[src/deg_pkg.sv]
// package: constants and carriers for the driver enable gating block
package deg_pkg;

	localparam int unsigned ADDR_W    = 10;
	localparam int unsigned DATA_W    = 16;
	localparam int unsigned STAT_W    = 7;
	localparam int unsigned HS_N      = 5;
	localparam int unsigned LS_N      = 7;
	localparam int unsigned SYNC_W    = 7;

	// status word offset on the serial register path
	localparam logic [ADDR_W-1:0] FAULT_LATCH_ADDR = 10'h1d2;

	// status word bit positions
	localparam int unsigned ST_CLK_MISS  = 6;
	localparam int unsigned ST_PIN_HIST  = 5;
	localparam int unsigned ST_PIN_LIVE  = 4;
	localparam int unsigned ST_OVER_TEMP = 3;
	localparam int unsigned ST_BOOST     = 2;
	localparam int unsigned ST_FIVE      = 1;
	localparam int unsigned ST_GATE      = 0;

	// gate supply flagged low and pin history high out of reset
	localparam logic [STAT_W-1:0] STAT_RESET = 7'h21;
	localparam logic [DATA_W-STAT_W-1:0] STAT_RSVD = 9'h000;

	// edges after reset until the synchroniser holds real samples
	localparam logic [1:0] SYNC_FILL = 2'h2;

	// driver indices that the group bypass and the low seven bypass affect
	localparam int unsigned HS_BYP_IDX  = 4;
	localparam int unsigned LS_BYP_IDX0 = 2;
	localparam int unsigned LS_BYP_IDX1 = 5;
	localparam int unsigned LS_SEVEN    = 6;

	typedef struct packed {
		logic clk_missing;
		logic drive_pin;
		logic gate_supply_low_flag;
		logic five_volt_low_flag;
		logic boost_low_flag;
		logic over_temp;
		logic gnd_loss;
	} deg_flags_t;

	typedef struct packed {
		logic clk_miss_disable;
		logic boost_disable_en;
		logic low_seven_pin_bypass;
		logic group_pin_bypass;
		logic reset_on_read_en;
	} deg_cfg_t;

	typedef struct packed {
		logic [STAT_W-1:0] status;
		logic [DATA_W-1:0] rdata;
		logic [HS_N-1:0]   high_en;
		logic [LS_N-1:0]   low_en;
		logic [1:0]        warm;
	} deg_state_t;

endpackage

[src/deg_driver_enable.sv]
// driver enable gating and latched driver fault status word
`timescale 1ns/1ps

module deg_driver_enable (
	input  wire logic                          ref_clk,
	input  wire logic                          rst_n,
	input  wire logic                          drive_pin,
	input  wire logic                          clk_missing,
	input  wire logic                          gate_supply_low_flag,
	input  wire logic                          five_volt_low_flag,
	input  wire logic                          boost_low_flag,
	input  wire logic                          over_temp_flag,
	input  wire logic                          gnd_loss_flag,
	input  wire deg_pkg::deg_cfg_t             cfg,
	input  wire logic [deg_pkg::ADDR_W-1:0]    reg_addr,
	input  wire logic                          reg_rd,
	input  wire logic                          reg_wr,
	output logic      [deg_pkg::DATA_W-1:0]    reg_rdata,
	output logic      [deg_pkg::HS_N-1:0]      high_group_enable,
	output logic      [deg_pkg::LS_N-1:0]      low_group_enable
);

	deg_pkg::deg_flags_t  flags_raw;
	deg_pkg::deg_flags_t  fl;
	deg_pkg::deg_state_t  st_reg;
	deg_pkg::deg_state_t  st_next;

	logic                          clk_ok;
	logic                          supply_ok;
	logic                          boost_ok;
	logic                          base_ok;
	logic                          gate_err;
	logic                          rd_hit;
	logic                          wr_hit;
	logic                          clr;
	logic                          sync_live;
	logic [deg_pkg::STAT_W-1:0]    err;

	// pass the driver through when gated on and the pin or a bypass allows it
	function automatic logic pin_gate(input logic ok, input logic pin,
	                                  input logic bypass);
		pin_gate = ok && (pin || bypass);
	endfunction

	assign flags_raw.clk_missing          = clk_missing;
	assign flags_raw.drive_pin            = drive_pin;
	assign flags_raw.gate_supply_low_flag = gate_supply_low_flag;
	assign flags_raw.five_volt_low_flag   = five_volt_low_flag;
	assign flags_raw.boost_low_flag       = boost_low_flag;
	assign flags_raw.over_temp            = over_temp_flag;
	assign flags_raw.gnd_loss             = gnd_loss_flag;

	// all analog flags and the pin arrive unsynchronised
	deg_sync #(
		.W (deg_pkg::SYNC_W)
	) u_sync (
		.ref_clk  (ref_clk),
		.rst_n    (rst_n),
		.async_in (flags_raw),
		.sync_out (fl)
	);

	always_comb begin
		st_next   = st_reg;
		// the synchroniser shows zeros for two edges after reset, which would
		// look like a low drive pin, so status is frozen until it has filled
		sync_live = (st_reg.warm == deg_pkg::SYNC_FILL);
		if (!sync_live) begin
			st_next.warm = st_reg.warm + 2'h1;
		end
		rd_hit    = reg_rd && (reg_addr == deg_pkg::FAULT_LATCH_ADDR);
		wr_hit    = reg_wr && (reg_addr == deg_pkg::FAULT_LATCH_ADDR);
		clr       = wr_hit || (rd_hit && cfg.reset_on_read_en);
		gate_err  = fl.gate_supply_low_flag || fl.gnd_loss;
		clk_ok    = !(cfg.clk_miss_disable && fl.clk_missing);
		supply_ok = !gate_err && !fl.five_volt_low_flag;
		boost_ok  = !(cfg.boost_disable_en && fl.boost_low_flag);
		base_ok   = clk_ok && supply_ok;

		for (int i = 0; i < deg_pkg::LS_N - 1; i++) begin
			st_next.low_en[i] = pin_gate(base_ok, fl.drive_pin,
				cfg.group_pin_bypass && (i == deg_pkg::LS_BYP_IDX0 ||
				i == deg_pkg::LS_BYP_IDX1));
		end
		st_next.low_en[deg_pkg::LS_SEVEN] = pin_gate(base_ok,
			fl.drive_pin, cfg.low_seven_pin_bypass);
		for (int i = 0; i < deg_pkg::HS_N; i++) begin
			st_next.high_en[i] = pin_gate(base_ok && boost_ok, fl.drive_pin,
				cfg.group_pin_bypass && (i == deg_pkg::HS_BYP_IDX));
		end

		// over temperature is only reported, never fed to the gating above
		err                         = '0;
		err[deg_pkg::ST_CLK_MISS]   = !clk_ok;
		err[deg_pkg::ST_OVER_TEMP]  = fl.over_temp;
		err[deg_pkg::ST_BOOST]      = !boost_ok;
		err[deg_pkg::ST_FIVE]       = fl.five_volt_low_flag;
		err[deg_pkg::ST_GATE]       = gate_err;

		// read data is the word before this access clears anything
		if (rd_hit) begin
			st_next.rdata = {deg_pkg::STAT_RSVD, st_reg.status};
			st_next.rdata[deg_pkg::ST_PIN_LIVE] = fl.drive_pin;
		end

		// a present error wins over a coinciding clear
		for (int b = 0; b < deg_pkg::STAT_W; b++) begin
			if (err[b]) begin
				st_next.status[b] = 1'b1;
			end else if (clr) begin
				st_next.status[b] = 1'b0;
			end
		end
		st_next.status[deg_pkg::ST_PIN_LIVE] = 1'b0;

		// pin history is inverted: low pin drops it, a clear rearms it
		if (!fl.drive_pin) begin
			st_next.status[deg_pkg::ST_PIN_HIST] = 1'b0;
		end else if (clr) begin
			st_next.status[deg_pkg::ST_PIN_HIST] = 1'b1;
		end else begin
			st_next.status[deg_pkg::ST_PIN_HIST] =
				st_reg.status[deg_pkg::ST_PIN_HIST];
		end

		// limitation: a clear asked for while frozen is dropped
		if (!sync_live) begin
			st_next.status = st_reg.status;
		end
	end

	always_ff @(posedge ref_clk or negedge rst_n) begin
		if (!rst_n) begin
			st_reg.status  <= deg_pkg::STAT_RESET;
			st_reg.rdata   <= '0;
			st_reg.high_en <= '0;
			st_reg.low_en  <= '0;
			st_reg.warm    <= '0;
		end else begin
			st_reg <= st_next;
		end
	end

	assign reg_rdata         = st_reg.rdata;
	assign high_group_enable = st_reg.high_en;
	assign low_group_enable  = st_reg.low_en;
endmodule

[src/deg_sync.sv]
// two-stage synchroniser for asynchronous level inputs
`timescale 1ns/1ps

module deg_sync #(
	parameter int unsigned W = 1
) (
	input  wire logic         ref_clk,
	input  wire logic         rst_n,
	input  wire logic [W-1:0] async_in,
	output logic      [W-1:0] sync_out
);

	typedef struct packed {
		logic [W-1:0] meta;
		logic [W-1:0] stable;
	} deg_sync_state_t;

	deg_sync_state_t st_reg;
	deg_sync_state_t st_next;

	// first stage feeds only the second stage
	always_comb begin
		st_next.meta   = async_in;
		st_next.stable = st_reg.meta;
	end

	always_ff @(posedge ref_clk or negedge rst_n) begin
		if (!rst_n) begin
			st_reg <= '0;
		end else begin
			st_reg <= st_next;
		end
	end

	assign sync_out = st_reg.stable;

endmodule

[config.mk]
export PLATFORM = sky130hd
export DESIGN_NAME = deg_driver_enable
export DESIGN_NICKNAME = d
export VERILOG_FILES = /design/src/deg_pkg.sv /design/src/deg_driver_enable.sv /design/src/deg_sync.sv
export SDC_FILE = /design/constraint.sdc
export NUM_CORES = 1
export LEC_CHECK = 0
export ABC_AREA = 1
export ABC_CLOCK_PERIOD_IN_PS = 1400
export BUFFER_PORTS_ARGS = -buffer_cell sky130_fd_sc_hd__buf_4
export CAP_MARGIN = 20
export CELL_PAD_IN_SITES_DETAIL_PLACEMENT = 1
export CELL_PAD_IN_SITES_GLOBAL_PLACEMENT = 2
export CORE_ASPECT_RATIO = 1.2
export CORE_MARGIN = 1
export CORE_UTILIZATION = 26
export DETAILED_ROUTE_END_ITERATION = 8
export GPL_ROUTABILITY_DRIVEN = 1
export PLACE_DENSITY = 0.73
export SYNTH_ARGS = -nofsm -noshare
export SYNTH_HDL_FRONTEND = slang
export SYNTH_SLANG_ARGS = --single-unit
[constraint.sdc]
create_clock -name ref_clk -period 1.4 [get_ports ref_clk]
set_clock_uncertainty 0.2 [all_clocks]
set_input_delay 0 -clock ref_clk [delete_from_list [all_inputs] [get_ports ref_clk]]
set_output_delay 0 -clock ref_clk [all_outputs]
set_load 0.02 [all_outputs]
# After elaboration in Yosys (flattened, before gate mapping)
# Index checks and enable logic that the tools add are counted.
# Widths: inputs -> output; s select.
# word_totals
ff_bits,41
# classes
eq_ne,3
add_sub_neg,1
muxes,8
reduce_logical,32
# ops
op,count
$logic_and 1x1->1,13
$reduce_and 2->1,6
$eq 10x9->1 const B,1
$reduce_bool 2->1,5
$mux 1,8
$logic_not 1->1,4
$logic_or 1x1->1,4
$add 2x1->2 const B,1
$eq 2x2->1 const B,1
$ne 2x2->1 const B,1

# Longest topological paths before layout
# Gate-level depths: netlist of run 1.
# depth
ltp_word,6
mapped_depth,8

# Hierarchy
# From an unflattened synthesis of run 1, not the netlist that was laid out.
# hier_totals
hier_cells,139
hier_area_um2,1452.6
# modules_own_cells
module,cells_per_inst,area_each_um2,n_inst
deg_driver_enable,125,1102.3,1
deg_sync,14,350.3,1

# Worst setup path after synthesis of run 1
# Ideal clock, no wire load.
# synth_timing
path_kind,reg-to-reg
from,reg st_reg[0] (netlist bit)
to,reg st_reg[31] (netlist bit)
path_stages_with_launch,9
synth_period_minus_slack_ps,1519
setup_slack_ps,-119
n_path_buf,1
t_arrival_ps,1202
path_cell_list,dfrtp_1 > inv_1 > ha_1 > buf_2 > inv_1 > a21oi_1 > nand3_4 > nand2_1 > nand2_1
# synth_between
elab_chain_len,2
# synth_rtl
item,line,source
"start, declared",deg_driver_enable.sv:25,deg_pkg::deg_state_t st_reg;
"start signal, assigned",deg_driver_enable.sv:140,st_reg <= st_next;
$eq 2x2->1,deg_driver_enable.sv:67,sync_live = (st_reg.warm == deg_pkg::SYNC_FILL);
$reduce_and 2->1 (no source line),-,
# Every way passes these cells.
# A chain may end at the register's enable or synchronous reset.

# Worst setup path in the final report of run 1
# Ends and elaborated chain as after synthesis.

==> impl_results.md, run 1 <==
* # hold bufs at CTS at 13
* Uppermost layer routed: met4
* FP Rows at 29
* DRC marker count from the first detailed-route iteration at 34
* Static Leak at 1.004 nW
* Synthesized area per cell at 10.45 µm²
* Core Area at 5334 µm²
* Non-filler cells, final at 249
* Violated checks: hold timing
* Max rail drop VDD at 0.4807 mV
* Max cap viols at 0
* Layout area overhead at 33.68%
* CTS Buffer Depth at 2
* CTS tree: yes
* Overflow after GRT at 0
* DRC viols at 0
* Root Driver: clkbuf_8
* Number of flip-flops in the largest register at 8
* Maximum level of the CTS H-tree at 2
* Fin util at 36.41%
* Pwr per Cell Area at 974.6 nW/µm²
* Share of the synthesized area in the top cell type at 55.12%
* I/O pins at 54
* Post-synth ARST share at 100.0%
* Post-DRT Antenna Nets at 0
* Setup violators final at 0
* RSZ-0062 raised after global routing: yes
* Initial antenna violation count at 0
* Met2 wire len at 1595 µm
* Final slew viol count at 0
* Total CTS buffers at 5
* Part of the cycle the worst path needs at 97.54%
* Leading cell types by count after synthesis: nand2_1 (35), dfrtp_1 (32), buf_4 (29), inv_1 (9), nor2_1 (8)
* Initial core utilization at 27.23%
* Placed cell count at 224
* Worst-skew pair later-pin latency at 0.28 ns
* Synth area leaders: dfrtp_1 (55%), buf_4 (15%), nand2_1 (9.0%)
* Vias in the first global route at 1095
* TritonRoute pass-1 iters at 3
* Crit path launch type: flop
* Mapped Area at 1453 µm²
* Vias at 1002
* CP Max Fanout at 6
* Vert. Die Dim at 83.88 µm
* Met1 WL at 942 µm
* Unique masters post-synth at 19
* Ant diodes at 0
* Hold Path Class: input pin to flop
* Main synth FF type: dfrtp_1
* IO Port Bufs at 44
* Critical Path AT at 1.34 ns
* Die Width at 70.24 µm
* Ys Warns at 0
* Seq cells post-synth at 34
* Status: complete, but fails checks
* Layout cells sized above 1 at 37.97%
* Fin nets at 213
* Vias per inst at 4.024
* Filler cell count in the final layout at 611
* Max Clk Rate at 0.7323 GHz
* Hold WS at -0.1535 ns
* Post-synth EDFFs at 0
* Worst Setup End Kind: flop
* WL final at 2689 µm
* DR WL met3 at 102 µm
* First-pass GRT wire length at 4698 µm
* CTS clk-pin slew, worst paths at 0.07 ns
* Count leader, synth: nand2_1
* Hold Vio Cnt, Final at 19
* Worst EP required at 1.38 ns
* GP Congestion at 0.7099
* Detail Placement HPWL at 1991 µm
* Post-synth top area cell: dfrtp_1
* Sequential share of the synthesized area at 58.74%
* Die ar. at 5891 µm²
* Critical path type: flop to flop
* Largest net degree at the start of global routing at 35
* Num Clock Sinks at 34
* Post-synthesis cell count at 139
* All-Layer GR Usage at 10.32%
* WL/cell at 10.80 µm
* Tmin final at 1.365 ns
* Total Neg Setup Slack at 0 ns
==> per-stage QoR <==
step | total power, W | hold WS [ns] | setup slack (ns) | instance area, µm²
6_report | 0.001893 | -0.1535 | 0.03450 | 1942
5_1_grt | 0.002000 | -0.1442 | -0.05744 | 1942
4_1_cts | 0.001935 | -0.1640 | -0.002218 | 1924
3_5_place_dp | 0.001215 | -0.2255 | -0.02986 | 1679
3_3_place_gp | 0.001209 | -0.2430 | 0.06041 | 1679
2_1_floorplan | 0.001150 | -0.4956 | -0.01766 | 1493
==> layout make-up <==
class | count | area (µm²) | area share [%]
sequential | 34 | 853.3 | 43.94
timing repair buffer | 62 | 498.0 | 25.64
multi-input combinational | 74 | 396.6 | 20.43
tap | 62 | 77.57 | 3.995
clock buffer | 6 | 72.57 | 3.737
inverter | 9 | 33.78 | 1.740
clock inverter | 2 | 10.01 | 0.5155
==> placed cells by master, fill, tap and decap left out, drive strengths merged <==
master / netlist / layout
clkinv: 0 / 2
buf: 30 / 49
nand3: 5 / 5
ha: 1 / 1
o21ai: 1 / 1
conb: 1 / 9
nand4: 7 / 7
nor3: 1 / 1
dfstp: 2 / 2
dlygate4sd3: 0 / 13
clkbuf: 0 / 6
a21oi: 4 / 4
dfrtp: 32 / 32
nor2: 9 / 9
or2: 1 / 1
inv: 9 / 9
xnor2: 1 / 1
nand2: 35 / 35
==> per-layer routing <==
metal / global-route usage, % / up-vias
met2: 19.83 / 23
met3: 3.986 / 5
met4: 4.364 / 0
li1: - / 491
met1: 9.286 / 483
met5: 0 / -
==> repair_timing <==
item	4_1_cts	5_1_grt
resized for setup	3	4
buffers inserted	3	1
hold endpoints to repair	59	13
pin swaps	3	2
endpoints found under the setup margin	4	7
==> logic make-up after synthesis <==
family	synth area share (%)
DFF	58.74
buffers and inverters	17.66
xor gates and xnor gates	0.6030
and+or+nand+nor	19.90
AOI/OAI and AO/OA	1.981
adders and majority gates	0.8612
other	0.2582
==> critical path, stage by stage, from the launching register on <==
cell     delay, ns
dfrtp_1       0.38
inv_1         0.06
ha_2          0.17
inv_2         0.05
a21oi_4       0.13
nand3_4       0.13
nand2_2       0.10
nand2_2       0.05
==> path summary, 6_finish.rpt <==
kind / start / to / slack (ns) / depth (start not counted)
min reg2reg: u_sync.st_next[2] / u_sync.sync_out[2] / 0.15 / 0
min: reg_addr[9] / reg_rdata[3] / -0.15 / 4
max in group asynchronous: rst_n / st_reg[30] / 0.68 / 2
min in group asynchronous: rst_n / reg_rdata[5] / 0 / 2
max reg2reg: st_reg[0] / st_reg[31] / 0.03 / 7
max: st_reg[0] / st_reg[31] / 0.03 / 7
==> power breakdown <==
group | switching (W) | leakage [nW] | internal (W) | total (W)
Combinational | 0.000105 | 0.551 | 0.0000964 | 0.000202
Clock | 0.000323 | 0.0450 | 0.000344 | 0.000667
Sequential | 0.0000126 | 0.408 | 0.00101 | 0.00102
Total | 0.000441 | 1.00 | 0.00145 | 0.00189
(Power assumes the default switching activity.)
==> run 2: changes to the inputs <==
--- a/config.mk
+++ b/config.mk
@@ -19,4 +19,5 @@
 export PLACE_DENSITY = 0.73
 export SYNTH_ARGS = -nofsm -noshare
 export SYNTH_HDL_FRONTEND = slang
+export SYNTH_HIERARCHICAL = 1
 export SYNTH_SLANG_ARGS = --single-unit
==> impl_results.md, run 2 <==
* Hold Path Class: input pin to flop
* Violated checks: hold timing
* Final slew viol count at 0
* Worst EP required at 1.38 ns
* Root Driver: clkbuf_8
* Static Leak at 1.009 nW
* Switching Share at 22.12%
* Maximum level of the CTS H-tree at 2
* TritonRoute pass-1 iters at 4
* Layout area overhead at 35.14%
* Vias in the first global route at 1060
* Critical Path AT at 1.31 ns
* IO Port Bufs at 44
* Post-DRT Antenna Nets at 0
* Setup violators final at 0
* Detail Placement HPWL at 2059 µm
* DRC marker count from the first detailed-route iteration at 49
* Worst reg2reg startpoint: st_reg[0]
* Max rail drop VDD at 0.5489 mV
* Layout cells sized above 1 at 38.38%
* Post-synthesis cell count at 139
* Total Neg Setup Slack at 0 ns
* Setup ws final at 0.06326 ns
* Critical path cell sequence: inv_2 -> ha_4 -> inv_2 -> a21oi_4 -> nand3_4 -> nand2_2 -> nand2_1
* WL final at 2813 µm
* Mapped Area at 1453 µm²
* Reg power frac at 48.9%
* Placed cell area at 1679 µm²
* Die ar. at 5891 µm²
* Most frequent cells in the layout: buf_4 (47), nand2_1 (32), dfrtp_1 (32)
* Comb power frac at 9.7%
* Placed cell count at 224
* Int Pwr at 0.001631 W
* Num Clock Sinks at 34
* Worst-skew pair later-pin latency at 0.28 ns
* Count leader, synth: nand2_1
* Overflow after GRT at 0
* Non-filler cells, final at 247
* Leading cell types by count after synthesis: nand2_1 (35), dfrtp_1 (32), buf_4 (29), inv_1 (9), nor2_1 (8)
* Unique masters post-synth at 19
* Initial antenna violation count at 0
* Number of flip-flops in the largest register at 8
* First-pass GRT wire length at 4733 µm
* Core Area at 5334 µm²
* Pwr per Cell Area at 1067 nW/µm²
* Commonest non-fill, non-tap cell in the layout: buf_4
* Share of the synthesized area in the top cell type at 55.12%
* Pre-CTS setup slack at -0.04987 ns
* Sequential Area at 853.3 µm²
* Post-synth top area cell: dfrtp_1
* Total CTS buffers at 5
* Hold path startpoint: reg_addr[9]
* Cell mode on critical path: inv_2
* Worst path max stage delay at 0.39 ns
* Synth area leaders: dfrtp_1 (55%), buf_4 (15%), nand2_1 (9.0%)
* Initial core utilization at 27.23%
* Sequential share of the synthesized area at 58.74%
* Vert. Die Dim at 83.88 µm
* Hold Vio Cnt, Final at 15
* CTS clk-pin slew, worst paths at 0.06 ns
* CP max stage cell: dfrtp_1
* Main synth FF type: dfrtp_1
* FP Rows at 29
* Vias per inst at 3.976
* Worst Setup SP: st_reg[0]
* Net switching power at 0.0004632 W
* Ant diodes at 0
* Part of the cycle the worst path needs at 95.48%
* Tmin final at 1.337 ns
* All-Layer GR Usage at 10.72%
* I/O pins at 54
* Clock network power share at 41.4%
* Design area at 1963 µm²
* Worst Setup End Kind: flop
* Seq cells post-synth at 34
* Max Clk Rate at 0.7481 GHz
* Die Width at 70.24 µm
* CP Max Fanout at 6
* Crit path launch type: flop
* Filler cell count in the final layout at 626
* DRC viols at 0
* Max cap viols at 0
* Fin nets at 211
* CTS tree: yes
* Ys Warns at 6
* Post-synth EDFFs at 0
* Vias at 982
* CTS Buffer Depth at 2
* Post-synth ARST share at 100.0%
* RSZ-0062 raised after global routing: yes
* Largest net degree at the start of global routing at 35
* Combined area of the multi-input logic cells at 406.6 µm²
* # hold bufs at CTS at 13
* Status: complete, but fails checks
* Hold WS at -0.1417 ns
* GP Congestion at 0.6696
* WL/cell at 11.39 µm
* Critical path type: flop to flop
* Synthesized area per cell at 10.45 µm²
-- run 2: cell types whose count changed in the layout (fill, tap and decap cells not counted), sizes merged --
cell / delta
clkbuf: -1
buf: -2
bufinv: +1
-- run 2: cells by family (layout without fill, tap and decap cells) --
family	Yosys count	count (layout)	synth area share, %
fa+ha+maj	1	1	0.8612
buf+inv	39	77	17.66
xor+xnor	1	1	0.6030
compound gates	5	5	1.981
simple gates	58	58	19.90
other cells	1	9	0.2582
flops	34	34	58.74
-- run 2: routing by layer --
| layer | routed length, µm | track usage (%) | up-vias |
|---|---|---|---|
| li1 | - | - | 486 |
| met1 | 1038 | 10.25 | 462 |
| met2 | 1582 | 19.57 | 28 |
| met3 | 106 | 2.899 | 6 |
| met4 | 86 | 7.091 | 0 |
| met5 | 0 | 0 | - |
-- run 2: stage by stage --
| step | total power [W] | utilization [%] |
|---|---|---|
| finish | 0.002094 | 36.81 |
| global route | 0.002184 | 36.81 |
| CTS | 0.002133 | 36.52 |
| detailed placement | 0.001216 | 31.48 |
| global placement | 0.001208 | 31.48 |
| floorplan | 0.001150 | - |
-- run 2: path summary, 6_finish.rpt --
path,to,slack [ns],cells past startpoint
max in group asynchronous,st_reg[30],0.67,2
max reg2reg,st_reg[33],0.06,7
max,st_reg[33],0.06,7
min in group asynchronous,reg_rdata[5],0,2
min,reg_rdata[2],-0.14,4
min reg2reg,u_sync/sync_out[0],0.15,0
-- run 2: what timing repair did --
item / CTS / global route
gates resized for setup: 5 / 4
pin swaps: 1 / 3
buffers inserted: 2 / 0
hold endpoints to repair: 59 / 13
setup endpoints to repair: 5 / 10
cloned: 0 / 0
-- run 2: worst max-delay path, delay by kind of cell, from the launching register on --
kind | cells | cell delay, ns
fa+ha+maj | 1 | 0.12
flops | 1 | 0.39
simple gates | 3 | 0.26
buf+inv | 2 | 0.12
compound gates | 1 | 0.13
-- run 2: cell type report --
type | instances | share of cell area (%)
multi-input cells | 74 | 20.71
flip-flops and latches | 34 | 43.47
clock buffers | 5 | 3.505
well taps | 62 | 3.952
clock inverters | 3 | 2.040
repair buffers | 60 | 24.60
inverters | 9 | 1.721
-- run 2: power groups by stage --
stage / Clock [W] / Combinational (W) / Sequential, W
final: 0.000867 / 0.000202 / 0.00102
after global routing: 0.000935 / 0.000222 / 0.00103
after CTS: 0.000904 / 0.000205 / 0.00102
after detailed placement: 0 / 0.000173 / 0.00104
after global placement: 0 / 0.000168 / 0.00104
after floorplan: 0 / 0.000112 / 0.00104
